==> config.mk <==
export PLATFORM = sky130hd
export DESIGN_NAME = twbf_master
export DESIGN_NICKNAME = d
export VERILOG_FILES = /design/src/inc/twbf_pkg.sv /design/src/core/twbf_master.sv /design/src/core/twbf_sync.sv /design/src/core/twbf_busmon.sv
export VERILOG_INCLUDE_DIRS = /design/src /design/src/inc
export SDC_FILE = /design/constraint.sdc
export NUM_CORES = 1
export LEC_CHECK = 0
export ABC_CLOCK_PERIOD_IN_PS = 5300
export BUFFER_PORTS_ARGS = -buffer_cell sky130_fd_sc_hd__buf_2
export CAP_MARGIN = 40
export CORE_UTILIZATION = 30
export CTS_CLUSTER_SIZE = 25
export DETAILED_ROUTE_END_ITERATION = 7
export PLACE_DENSITY_LB_ADDON = 0.25
export SLEW_MARGIN = 25
export SYNTH_ARGS = -nofsm -noshare
export SYNTH_HDL_FRONTEND = slang
export SYNTH_SLANG_ARGS = --single-unit
==> constraint.sdc <==
create_clock -name clk -period 5.3 [get_ports clk]
set_input_delay 0.795 -clock clk [delete_from_list [all_inputs] [get_ports clk]]
set_output_delay 0.795 -clock clk [all_outputs]
set_load 0.05 [all_outputs]
==> src/inc/twbf_regs.svh <==
// timing counts and field constants of the two-wire bus master
`ifndef TWBF_REGS_SVH
`define TWBF_REGS_SVH
`define TWBF_CLK_NS 10
`define TWBF_T_QUARTER_NS 2500
`define TWBF_QUARTER_CYC ((`TWBF_T_QUARTER_NS+`TWBF_CLK_NS-1)/`TWBF_CLK_NS)
`define TWBF_BYTE_BITS 8
`define TWBF_ADDR_BITS 7
`define TWBF_ACK_IDX 4'h8
`define TWBF_GCALL_ADDR 7'h00
`define TWBF_RSV_UPPER 4'hF
`define TWBF_PH_LAST 2'h3
`endif

==> src/inc/twbf_pkg.sv <==
// types of the two-wire bus master
package twbf_pkg;
  typedef enum logic [2:0] {
    TWBF_OP_START,
    TWBF_OP_ADDR,
    TWBF_OP_WRITE,
    TWBF_OP_READ,
    TWBF_OP_STOP
  } twbf_op_type;
  typedef enum logic [2:0] {
    ST_IDLE,
    ST_START,
    ST_BIT,
    ST_STOP,
    ST_DONE
  } twbf_state_type;
endpackage

==> src/core/twbf_master.sv <==
// two-wire bus master: start, stop, address and data packet framing
`timescale 1ns/1ps
`default_nettype none
`include "twbf_regs.svh"
module twbf_master
  import twbf_pkg::*;
#(
  parameter int unsigned QUARTER_CYC = `TWBF_QUARTER_CYC
) (
  input wire logic clk,
  input wire logic nrst,
  input wire logic two_wire_power_reduction_bit,
  input wire logic cmd_valid,
  output logic cmd_ready,
  input wire twbf_op_type cmd_op,
  input wire logic [`TWBF_BYTE_BITS-1:0] cmd_data,
  input wire logic cmd_rw,
  input wire logic cmd_last,
  output logic rsp_valid,
  output logic [`TWBF_BYTE_BITS-1:0] rsp_data,
  output logic rsp_ack,
  output logic rsp_err,
  output logic bus_busy,
  output logic bus_owned,
  input wire logic scl_i,
  output logic scl_o,
  output logic scl_oe,
  input wire logic sda_i,
  output logic sda_o,
  output logic sda_oe
);
  localparam int TMR_W = $clog2(QUARTER_CYC + 1);

  logic rst_n;
  logic [1:0] pins_s;
  logic scl_s;
  logic sda_s;
  logic mon_busy;
  twbf_state_type state_q;
  twbf_state_type go_st;
  logic [1:0] ph_q;
  logic [TMR_W-1:0] tmr_q;
  logic [3:0] bit_q;
  logic [`TWBF_BYTE_BITS-1:0] sh_q;
  logic rd_q;
  logic last_q;
  logic ack_q;
  logic own_q;
  logic need_addr_q;
  logic addr_ok_q;
  logic dir_rd_q;
  logic scl_oe_q;
  logic sda_oe_q;
  logic scl_pull_d;
  logic sda_pull_d;
  logic bit_pull;
  logic legal;
  logic acc;
  logic running;
  logic wait_hi;
  logic tick;
  logic ph_end;
  logic addr_gc;
  logic addr_rsv;

  twbf_sync #(
    .W(1),
    .RST_VAL(1'h0)
  ) u_rst_sync (
    .clk(clk),
    .arst_n(nrst),
    .d(1'b1),
    .q(rst_n)
  );

  // pins are asynchronous to clk
  twbf_sync #(
    .W(2),
    .RST_VAL(2'h3)
  ) u_pin_sync (
    .clk(clk),
    .arst_n(rst_n),
    .d({scl_i, sda_i}),
    .q(pins_s)
  );
  assign scl_s = pins_s[1];
  assign sda_s = pins_s[0];

  twbf_busmon u_busmon (
    .clk(clk),
    .rst_n(rst_n),
    .scl_s(scl_s),
    .sda_s(sda_s),
    .busy(mon_busy)
  );

  // no request is taken while the internal reset still holds
  assign cmd_ready = rst_n && (state_q == ST_IDLE) &&
                     !two_wire_power_reduction_bit;
  assign acc = cmd_valid && cmd_ready;
  assign rsp_valid = (state_q == ST_DONE);
  assign bus_busy = mon_busy;
  assign bus_owned = own_q;

  assign addr_gc = (cmd_data[`TWBF_ADDR_BITS-1:0] == `TWBF_GCALL_ADDR);
  assign addr_rsv = (cmd_data[6:3] == `TWBF_RSV_UPPER);

  // command legality; a refused command answers with an error
  always_comb begin
    legal = 1'b0;
    go_st = ST_DONE;
    unique case (cmd_op)
      TWBF_OP_START: begin
        legal = own_q || !mon_busy;
        go_st = ST_START;
      end
      TWBF_OP_ADDR: begin
        legal = need_addr_q && !(addr_gc && cmd_rw) && !addr_rsv;
        go_st = ST_BIT;
      end
      TWBF_OP_WRITE: begin
        legal = own_q && !need_addr_q && addr_ok_q && !dir_rd_q;
        go_st = ST_BIT;
      end
      TWBF_OP_READ: begin
        legal = own_q && !need_addr_q && addr_ok_q && dir_rd_q;
        go_st = ST_BIT;
      end
      TWBF_OP_STOP: begin
        legal = own_q && !need_addr_q;
        go_st = ST_STOP;
      end
      default: begin
        legal = 1'b0;
        go_st = ST_DONE;
      end
    endcase
    if (!legal) begin
      go_st = ST_DONE;
    end
  end

  // quarter-period timer; cleared while a released clock is still low
  assign running = (state_q == ST_START) || (state_q == ST_BIT) ||
                   (state_q == ST_STOP);
  assign wait_hi = !scl_s &&
                   (((state_q == ST_START) && (ph_q == 2'h1)) ||
                    ((state_q == ST_BIT) && (ph_q == 2'h2)) ||
                    ((state_q == ST_STOP) && (ph_q == 2'h2)));
  assign tick = running && !wait_hi &&
                (tmr_q == TMR_W'(QUARTER_CYC - 1));
  assign ph_end = tick && (ph_q == `TWBF_PH_LAST);

  always_ff @(posedge clk or negedge rst_n) begin
    if (!rst_n) begin
      tmr_q <= '0;
    end else if (!running || wait_hi || tick) begin
      tmr_q <= '0;
    end else begin
      tmr_q <= tmr_q + TMR_W'(1);
    end
  end

  always_ff @(posedge clk or negedge rst_n) begin
    if (!rst_n) begin
      state_q <= ST_IDLE;
      ph_q <= 2'h0;
    end else begin
      unique case (state_q)
        ST_IDLE: begin
          ph_q <= 2'h0;
          if (acc) begin
            state_q <= go_st;
          end
        end
        ST_START, ST_STOP: begin
          if (tick) begin
            ph_q <= ph_q + 2'h1;
          end
          if (ph_end) begin
            state_q <= ST_DONE;
          end
        end
        ST_BIT: begin
          if (tick) begin
            ph_q <= ph_q + 2'h1;
          end
          if (ph_end && (bit_q == `TWBF_ACK_IDX)) begin
            state_q <= ST_DONE;
          end
        end
        ST_DONE: begin
          state_q <= ST_IDLE;
        end
      endcase
    end
  end

  // shifter, bit counter and acknowledge capture
  always_ff @(posedge clk or negedge rst_n) begin
    if (!rst_n) begin
      sh_q <= 8'h00;
      bit_q <= 4'h0;
      rd_q <= 1'b0;
      last_q <= 1'b0;
      ack_q <= 1'b0;
    end else if (acc && legal) begin
      bit_q <= 4'h0;
      ack_q <= 1'b0;
      last_q <= cmd_last;
      rd_q <= (cmd_op == TWBF_OP_READ);
      if (cmd_op == TWBF_OP_ADDR) begin
        sh_q <= {cmd_data[`TWBF_ADDR_BITS-1:0], cmd_rw};
      end else if (cmd_op == TWBF_OP_WRITE) begin
        sh_q <= cmd_data;
      end else begin
        sh_q <= 8'h00;
      end
    end else if ((state_q == ST_BIT) && tick) begin
      if (ph_q == 2'h2) begin
        // sample a quarter after the clock is seen high
        if (bit_q == `TWBF_ACK_IDX) begin
          ack_q <= !sda_s;
        end else if (rd_q) begin
          sh_q <= {sh_q[6:0], sda_s};
        end
      end else if ((ph_q == `TWBF_PH_LAST) && (bit_q != `TWBF_ACK_IDX)) begin
        bit_q <= bit_q + 4'h1;
        if (!rd_q) begin
          sh_q <= {sh_q[6:0], 1'b0};
        end
      end
    end
  end

  // bus ownership and transfer progress
  always_ff @(posedge clk or negedge rst_n) begin
    if (!rst_n) begin
      own_q <= 1'b0;
      need_addr_q <= 1'b0;
      addr_ok_q <= 1'b0;
      dir_rd_q <= 1'b0;
    end else if (acc && legal && (cmd_op == TWBF_OP_ADDR)) begin
      dir_rd_q <= cmd_rw;
    end else if (ph_end && (state_q == ST_START)) begin
      own_q <= 1'b1;
      need_addr_q <= 1'b1;
      addr_ok_q <= 1'b0;
    end else if (ph_end && (state_q == ST_STOP)) begin
      own_q <= 1'b0;
      need_addr_q <= 1'b0;
      addr_ok_q <= 1'b0;
    end else if (ph_end && (state_q == ST_BIT) &&
                 (bit_q == `TWBF_ACK_IDX)) begin
      need_addr_q <= 1'b0;
      // a refusal or our own final nack leaves only stop or restart
      addr_ok_q <= rd_q ? !last_q : ack_q;
    end
  end

  // answer latched when the operation ends or is refused
  always_ff @(posedge clk or negedge rst_n) begin
    if (!rst_n) begin
      rsp_data <= 8'h00;
      rsp_ack <= 1'b0;
      rsp_err <= 1'b0;
    end else if (acc && !legal) begin
      rsp_data <= 8'h00;
      rsp_ack <= 1'b0;
      rsp_err <= 1'b1;
    end else if (ph_end) begin
      rsp_err <= 1'b0;
      rsp_data <= rd_q && (state_q == ST_BIT) ? sh_q : 8'h00;
      rsp_ack <= (state_q == ST_BIT) && (rd_q ? !last_q : ack_q);
    end
  end

  // line drive per state and phase; data moves in clock-low phases except at the start and stop edges, made with clock high
  assign bit_pull = (bit_q == `TWBF_ACK_IDX) ? (rd_q && !last_q) :
                    (!rd_q && !sh_q[7]);
  always_comb begin
    scl_pull_d = scl_oe_q;
    sda_pull_d = sda_oe_q;
    unique case (state_q)
      ST_IDLE: begin
        scl_pull_d = own_q;
        // data let go a cycle after the clock is pulled, never with it
        sda_pull_d = sda_oe_q && !scl_oe_q;
      end
      ST_START: begin
        scl_pull_d = (ph_q == 2'h0) ? scl_oe_q : (ph_q == `TWBF_PH_LAST);
        sda_pull_d = ph_q[1];
      end
      ST_BIT: begin
        scl_pull_d = !ph_q[1];
        sda_pull_d = (ph_q == 2'h0) ? sda_oe_q : bit_pull;
      end
      ST_STOP: begin
        scl_pull_d = !ph_q[1];
        sda_pull_d = (ph_q == 2'h0) ? sda_oe_q : (ph_q != `TWBF_PH_LAST);
      end
      ST_DONE: begin
        scl_pull_d = scl_oe_q;
        sda_pull_d = sda_oe_q;
      end
    endcase
  end

  always_ff @(posedge clk or negedge rst_n) begin
    if (!rst_n) begin
      scl_oe_q <= 1'b0;
      sda_oe_q <= 1'b0;
    end else begin
      scl_oe_q <= scl_pull_d;
      sda_oe_q <= sda_pull_d;
    end
  end

  // open drain: drive value is always low, only the enable moves
  assign scl_o = 1'b0;
  assign sda_o = 1'b0;
  assign scl_oe = scl_oe_q;
  assign sda_oe = sda_oe_q;

  a_data_stable_hi: assert property (
    @(posedge clk) disable iff (!rst_n)
    (state_q == ST_BIT) && $changed(sda_oe_q)
      |-> scl_oe_q && $past(scl_oe_q)
  ) else $error("data changed while clock high");

  a_start_edge: assert property (
    @(posedge clk) disable iff (!rst_n)
    (state_q == ST_START) && $rose(sda_oe_q) |-> !scl_oe_q && scl_s
  ) else $error("start not made with clock high");

  a_stop_edge: assert property (
    @(posedge clk) disable iff (!rst_n)
    (state_q == ST_STOP) && $fell(sda_oe_q) |-> !scl_oe_q && scl_s
  ) else $error("stop not made with clock high");

  a_start_when_busy: assert property (
    @(posedge clk) disable iff (!rst_n)
    acc && (cmd_op == TWBF_OP_START) && !own_q && mon_busy
      |=> rsp_valid && rsp_err && (state_q == ST_DONE)
  ) else $error("start taken on a busy bus");

  a_own_until_stop: assert property (
    @(posedge clk) disable iff (!rst_n)
    $fell(own_q) |-> $past(state_q) == ST_STOP
  ) else $error("bus released without stop");

  a_packet_length: assert property (
    @(posedge clk) disable iff (!rst_n)
    (state_q == ST_BIT) ##1 (state_q == ST_DONE)
      |-> $past(bit_q) == `TWBF_ACK_IDX
  ) else $error("packet not nine bits");

  a_msb_first: assert property (
    @(posedge clk) disable iff (!rst_n)
    (state_q == ST_BIT) && !rd_q && (bit_q < `TWBF_ACK_IDX) && ph_q[1]
      |-> sda_oe_q == !sh_q[7]
  ) else $error("wrong bit on data line");

  a_ack_released: assert property (
    @(posedge clk) disable iff (!rst_n)
    (state_q == ST_BIT) && !rd_q && (bit_q == `TWBF_ACK_IDX) && ph_q[1]
      |-> !sda_oe_q
  ) else $error("master drove the slave acknowledge");

  a_read_ack: assert property (
    @(posedge clk) disable iff (!rst_n)
    (state_q == ST_BIT) && rd_q && (bit_q == `TWBF_ACK_IDX) && ph_q[1]
      |-> sda_oe_q == !last_q
  ) else $error("wrong acknowledge after read byte");

  a_gcall_read: assert property (
    @(posedge clk) disable iff (!rst_n)
    acc && (cmd_op == TWBF_OP_ADDR) && addr_gc && cmd_rw
      |=> rsp_err ##1 (state_q == ST_IDLE) && !sda_oe_q
  ) else $error("general call read not refused");

  a_rsv_addr: assert property (
    @(posedge clk) disable iff (!rst_n)
    acc && (cmd_op == TWBF_OP_ADDR) && addr_rsv |=> rsp_valid && rsp_err
  ) else $error("reserved address not refused");

  a_nack_refuse: assert property (
    @(posedge clk) disable iff (!rst_n)
    acc && ((cmd_op == TWBF_OP_WRITE) || (cmd_op == TWBF_OP_READ)) &&
      !addr_ok_q |=> rsp_err
  ) else $error("data packet after refusal");

  a_no_empty: assert property (
    @(posedge clk) disable iff (!rst_n)
    acc && (cmd_op == TWBF_OP_STOP) && need_addr_q
      |=> rsp_err && (state_q == ST_DONE)
  ) else $error("empty transfer not refused");

  a_stretch_wait: assert property (
    @(posedge clk) disable iff (!rst_n)
    wait_hi |=> (tmr_q == TMR_W'(0)) && $stable(ph_q)
  ) else $error("clock high counted while held low");
endmodule
`default_nettype wire

==> src/core/twbf_sync.sv <==
// two-flop synchroniser with a constant reset value
`timescale 1ns/1ps
`default_nettype none
module twbf_sync #(
  parameter int W = 1,
  parameter logic [W-1:0] RST_VAL = '0
) (
  input wire logic clk,
  input wire logic arst_n,
  input wire logic [W-1:0] d,
  output logic [W-1:0] q
);
  logic [W-1:0] meta_q;
  always_ff @(posedge clk or negedge arst_n) begin
    if (!arst_n) begin
      meta_q <= RST_VAL;
      q <= RST_VAL;
    end else begin
      meta_q <= d;
      q <= meta_q;
    end
  end
endmodule
`default_nettype wire

==> src/core/twbf_busmon.sv <==
// start and stop detection on the synchronised lines, bus busy flag
`timescale 1ns/1ps
`default_nettype none
module twbf_busmon (
  input wire logic clk,
  input wire logic rst_n,
  input wire logic scl_s,
  input wire logic sda_s,
  output logic busy
);
  logic scl_p_q;
  logic sda_p_q;
  logic start_seen;
  logic stop_seen;
  always_ff @(posedge clk or negedge rst_n) begin
    if (!rst_n) begin
      scl_p_q <= 1'b1;
      sda_p_q <= 1'b1;
    end else begin
      scl_p_q <= scl_s;
      sda_p_q <= sda_s;
    end
  end
  // data edge while the clock stays high
  assign start_seen = scl_s && scl_p_q && sda_p_q && !sda_s;
  assign stop_seen = scl_s && scl_p_q && !sda_p_q && sda_s;
  always_ff @(posedge clk or negedge rst_n) begin
    if (!rst_n) begin
      busy <= 1'b0;
    end else if (start_seen) begin
      busy <= 1'b1;
    end else if (stop_seen) begin
      busy <= 1'b0;
    end
  end
endmodule
`default_nettype wire

# Yosys cells after proc, flatten, opt, wreduce, memory -nomap -nowiden
# Cells that the tools add are included.
# Widths: inputs -> output; s select.
[op_classes]
n_addsub = 3
n_eq_ne = 27
n_mux = 51
bitwise = 2
reduce_logical = 88
[op_table]
columns = ["op", "n"]
rows = [
  ["$mux 8", 13],
  ["$logic_and 1x1->1", 37],
  ["$mux 1", 23],
  ["$logic_not 1->1", 17],
  ["$mux 4", 4],
  ["$reduce_bool 2->1", 8],
  ["$ne 2x2->1 const B", 7],
  ["$eq 3x2->1 const B", 4],
  ["$mux 3", 4],
  ["$pmux 3 s4", 1],
  ["$reduce_and 3->1", 4],
  ["$pmux 3 s3", 1],
  ["$add 8x1->8 const B", 1],
  ["$eq 4x4->1 const B", 2],
  ["$eq 8x8->1 const B", 1],
  ["$reduce_and 2->1", 4],
  ["$logic_not 7->1", 1],
  ["$logic_or 1x1->1", 7],
  ["$eq 3x1->1 const B", 2],
  ["$eq 3x3->1 const B", 2],
  ["$logic_not 3->1", 2],
  ["$reduce_bool 3->1", 2],
  ["$reduce_or 3->1", 2],
  ["$pmux 1 s5", 1],
  ["other kinds (17)", 21],
]
[totals]
reg_bits = 53
in_bits = 19
output_inout_bits = 18
wordCells = 195

# Depth between registers and ports, before layout
[depth]
ltp_word = 14
mapped_depth = 9
depth_no_buf = 7

# Hierarchy
# From an unflattened synthesis, not the netlist that was laid out.
[hier_totals]
cells_unflattened = 287
area_unflattened_um2 = 2935.3
[modules_own_cells]
columns = ["mod", "n_inst", "cells_each", "area_per_inst_um2", "seq_area_each_um2"]
rows = [
  ["twbf_master", 1, 274, 2668.8, 1101.1],
  ["twbf_busmon", 1, 7, 111.4, 77.6],
  ["twbf_sync at u_pin_sync", 1, 4, 105.1, 105.1],
  ["twbf_sync at u_rst_sync", 1, 2, 50.0, 50.0],
]

# Worst setup path after synthesis
# OpenSTA, ideal clock, no wires.
[synth_path]
path_type = "register to output"
startpoint = "register u_rst_sync.q"
endpoint = "output cmd_ready"
arrival_time_ps = 2671
t_required_ps = 4505
slack_ps = 1834
stages_incl_launch_ff = 2
n_path_buf = 0
cell_sequence = "dfrtp_1 nor3b_1"
[synth_between]
elab_chain_cells = 2
[synth_rtl]
columns = ["element", "line_no", "source"]
rows = [
  ["start, declared", "twbf_sync.sv:11", "output logic [W-1:0] q"],
  ["start signal, assigned", "twbf_sync.sv:20", "q <= meta_q;"],
  ["$logic_and 1x1->1 (2 in series)", "twbf_master.sv:98", "assign cmd_ready = rst_n && (state_q == ST_IDLE) &&"],
  ["end, declared", "twbf_master.sv:14", "output logic cmd_ready,"],
]
# No other way between the ends.

# Worst setup path after layout
[layout_path]
startpoint = "register state_q[1]"
endpoint = "register sh_q[7]"
[layout_between]
elab_chain_cells = 11
elab_cells_between_ends = 27
classes_between = "eq/ne: 6; mux: 1; reduce/logical: 20"
[layout_rtl]
columns = ["element", "line_no", "source"]
rows = [
  ["start, declared", "twbf_master.sv:39", "twbf_state_type state_q;"],
  ["start signal, assigned", "twbf_master.sv:173", "state_q <= go_st;"],
  ["$eq 3x1->1 / $eq 3x2->1 (equally long branches)", "--", ""],
  ["$logic_and 1x1->1 (on tied branches)", "twbf_master.sv:147, twbf_master.sv:148", ""],
  ["$logic_or 1x1->1", "twbf_master.sv:147", "(((state_q == ST_START) && (ph_q == 2'h1)) ||"],
  ["$logic_or 1x1->1", "twbf_master.sv:148", "((state_q == ST_BIT) && (ph_q == 2'h2)) ||"],
  ["$logic_and 1x1->1", "twbf_master.sv:146", "assign wait_hi = !scl_s &&"],
  ["$logic_not 1->1", "twbf_master.sv:150", "assign tick = running && !wait_hi &&"],
  ["$logic_and 1x1->1 (2 in series)", "twbf_master.sv:150", ""],
  ["$logic_and 1x1->1", "twbf_master.sv:219", "end else if ((state_q == ST_BIT) && tick) begin"],
  ["$reduce_bool 2->1 (no source line)", "--", ""],
  ["$reduce_and 5->1 (no source line)", "--", ""],
  ["end signal, assigned", "twbf_master.sv:215", "sh_q <= cmd_data;"],
  ["end signal, assigned", "twbf_master.sv:225", "sh_q <= {sh_q[6:0], sda_s};"],
  ["end signal, assigned", "twbf_master.sv:230", "sh_q <= {sh_q[6:0], 1'b0};"],
  ["end, declared", "twbf_master.sv:44", "logic [`TWBF_BYTE_BITS-1:0] sh_q;"],
]
# Parallel ways exist; a longest one is shown, timed or not.
# A chain may end at the register's enable or synchronous reset.

==> impl_metrics.json <==
{
  "hold_buffers": 0,
  "num_rows": 35,
  "io_pins": 37,
  "ff2ff_setup_slack_ns": 2.47,
  "core_um2": 9240,
  "finalCritPeriodShare_pct": 53.4,
  "hold_viol": 0,
  "drc": 0,
  "min_path_type": "primary input to async pin",
  "final_cells": 441,
  "rr_endpoint": "sh_q[7]$_DFFE_PN0P_",
  "drt_wl_total_mm": 6.18,
  "leakagePower_nw": 1.51,
  "path_clk_slew_ns": 0.10,
  "p_total_mw": 1.11,
  "seq_area_frac_synth_pct": 46.5,
  "placed_area_um2": 3140,
  "r2r_start": "state_q[1]$_DFFE_PN0P_",
  "antenna_cells": 0,
  "r2r_cells": 5,
  "die_h_um": 99.8,
  "synth_edf_count": 0,
  "max_freq_mhz": 353,
  "cts_num_sinks": 53,
  "period_needed_ns": 2.83,
  "drt_iter0_markers": 109,
  "antenna_left": 0,
  "grt.overflow.total": 0,
  "cp.required_ns": 5.49,
  "portBuffers": 34,
  "final_cell_area_um2": 3240,
  "yosysWarnings": 0,
  "ir_drop_mv": 0.174,
  "grt_usage_pct": 13.4,
  "critPathKind": "flop to flop",
  "layout.nets": 338,
  "utilization_pct": 35.0,
  "dp.cells": 433,
  "slew_headroom_pct": 55.9,
  "cts_buffers": 5,
  "start_util_pct": 31.0,
  "rsz0062_at_grt": "no",
  "dr_total_vias": 2194,
  "p_per_area_nw_per_um2": 342,
  "place.gp.congestion": 0.781,
  "cts_setup_buffers": 0,
  "tns_ns": 0,
  "syn_to_final_growth_pct": 12.9,
  "mostFrequentLayoutCells": "dfrtp_1, buf_2, nor2_1, mux2i_1, inv_1",
  "cp-end-kind": "flop",
  "setup.worst_path.start_class": "flop",
  "worst_pin_slew_ns": 0.661,
  "grt_pass1_wl_mm": 10.5,
  "place_hpwl_mm": 4.58,
  "viasPerCell": 4.98,
  "first_pass_iters": 4,
  "mostFrequentLayoutCell": "dfrtp_1",
  "grt_max_degree": 54,
  "finalClockSkew_ns": 0.0140,
  "die_area_um2": 9950,
  "die_w_um": 99.8,
  "wl_per_cell_um": 14.0,
  "cts-root-buf": "clkbuf_8",
  "htreeDepth": 2,
  "cts_tree": "yes",
  "critPathMaxFanout": 18,
  "clock_latency_ns": 0.31,
  "final_max_slew_viol_count": 0,
  "drive_gt1_share_pct": 22.1,
  "setup_viol": 0,
  "synth_area_um2": 2870,
  "worst-endpoint-arrival_ns": 3.02,
  "fillers": 964,
  "ys_types": 53,
  "synth-async-reset-ratio_pct": 100,
  "synth_seq_cells": 53,
  "synth.avg_cell_area_um2": 10.2,
  "max_cap_violations": 0,
  "first_global_vias": 2145,
  "ys.flop_type": "dfrtp_1",
  "status": "complete, no violations",
  "antenna_found_initial": 0,
  "synthCells": 281,
  "cts_resized": 0,
  "cts_buffer_depth": 2
}
## area by class of cell
cell class,count,area [um^2],area share [%]
multi-input combinational,202,1420,43.8
sequential,53,1340,41.2
timing repair buffer,35,178,5.49
tap,129,161,4.98
clock buffer,7,86.3,2.67
inverter,14,52.6,1.62
clock inverter,1,7.51,0.232
## flip-flops by register name (all words and copies together) (netlist names), 2 cells and up
name / count
bit_q: 4
ph_q: 2
rsp_data: 8
sh_q: 8
state_q: 3
tmr_q: 8
u_pin_sync.meta_q: 2
u_pin_sync.q: 2
## synth_stat cells (all sizes together), types with 2 or more instances
| cell | n | share of area, % |
|---|---|---|
| dfrtp | 47 | 41 |
| nor2 | 25 | 3.5 |
| mux2i | 19 | 6.6 |
| inv | 14 | 1.8 |
| nand2 | 13 | 1.7 |
| o21ai | 13 | 2.3 |
| a22oi | 9 | 2.4 |
| clkbuf | 9 | 1.2 |
| a21oi | 8 | 1.4 |
| ha | 8 | 3.5 |
| nor3 | 8 | 1.6 |
| or2 | 8 | 1.7 |
| mux2 | 7 | 3.0 |
| dfstp | 6 | 5.5 |
| nand3 | 6 | 1.0 |
| nand4 | 6 | 1.3 |
| xnor2 | 6 | 1.8 |
| a22o | 5 | 1.5 |
| nand2b | 5 | 1.1 |
| or3 | 5 | 1.1 |
| buf | 4 | 1.2 |
| nor2b | 4 | 0.87 |
| xor2 | 4 | 1.2 |
| a21boi | 3 | 0.79 |
| a32o | 3 | 1.0 |
| and3b | 3 | 0.92 |
| nor3b | 3 | 0.79 |
| nor4 | 3 | 0.65 |
| or4 | 3 | 0.79 |
| a211oi | 2 | 0.70 |
| a31oi | 2 | 0.44 |
| and2 | 2 | 0.44 |
| conb | 2 | 0.26 |
| o211ai | 2 | 0.52 |
## logic make-up (layout without fill, tap and decap cells)
kind of cell    count (synthesis)  after routing  synth area share (%)
mux                            26             26                  9.64
flops                          53             53                  46.5
simple gates                  101            101                  19.8
fa+ha+maj                       8              8                  3.49
compound gates                 54             54                  13.1
xor+xnor                       10             10                  3.05
other cells                     2              3                 0.262
buf+inv                        27             57                  4.19
## worst max-delay path, stage by stage, from the launching register on
cell     delay [ns]
dfrtp_1        0.65
or3b_4         0.46
or3_1          0.39
or3_1          0.59
mux2_4         0.37
mux2_4         0.25
## through the flow
step | setup WS, ns | hold slack (ns)
detailed placement | 2.42 | 0.342
CTS | 2.50 | 0.247
global route | 2.35 | 0.246
global placement | 2.46 | 0.336
floorplan | 1.83 | 0.331
finish | 2.47 | 0.257
## metal layers
| layer | wire, um | GRT usage, % | vias to the layer above |
|---|---|---|---|
| met1 | 3150 | 19.5 | 1091 |
| li1 | - | - | 1062 |
| met5 | 0 | 0 | - |
| met4 | 38 | 3.39 | 0 |
| met2 | 2830 | 20.4 | 37 |
| met3 | 161 | 2.44 | 4 |
## worst max path at each step
| stage | end | start | slack [ns] |
|---|---|---|---|
| global route | sh_q[7]$_DFFE_PN0P_ | state_q[1]$_DFFE_PN0P_ | 2.35 |
| floorplan | cmd_ready | u_rst_sync.q$_DFF_PN0_ | 1.83 |
| global placement | last_q$_DFFE_PN0P_ | cmd_data[4] | 2.46 |
| CTS | sh_q[7]$_DFFE_PN0P_ | state_q[1]$_DFFE_PN0P_ | 2.50 |
| finish | sh_q[7]$_DFFE_PN0P_ | state_q[1]$_DFFE_PN0P_ | 2.47 |
| detailed placement | rd_q$_DFFE_PN0P_ | cmd_data[4] | 2.42 |
## where the power goes
part	internal, mW	switching [mW]
clock network	0.106	0.128
registers	0.470	0.0747
logic	0.127	0.200
Power figures use the tool's default switching activity.
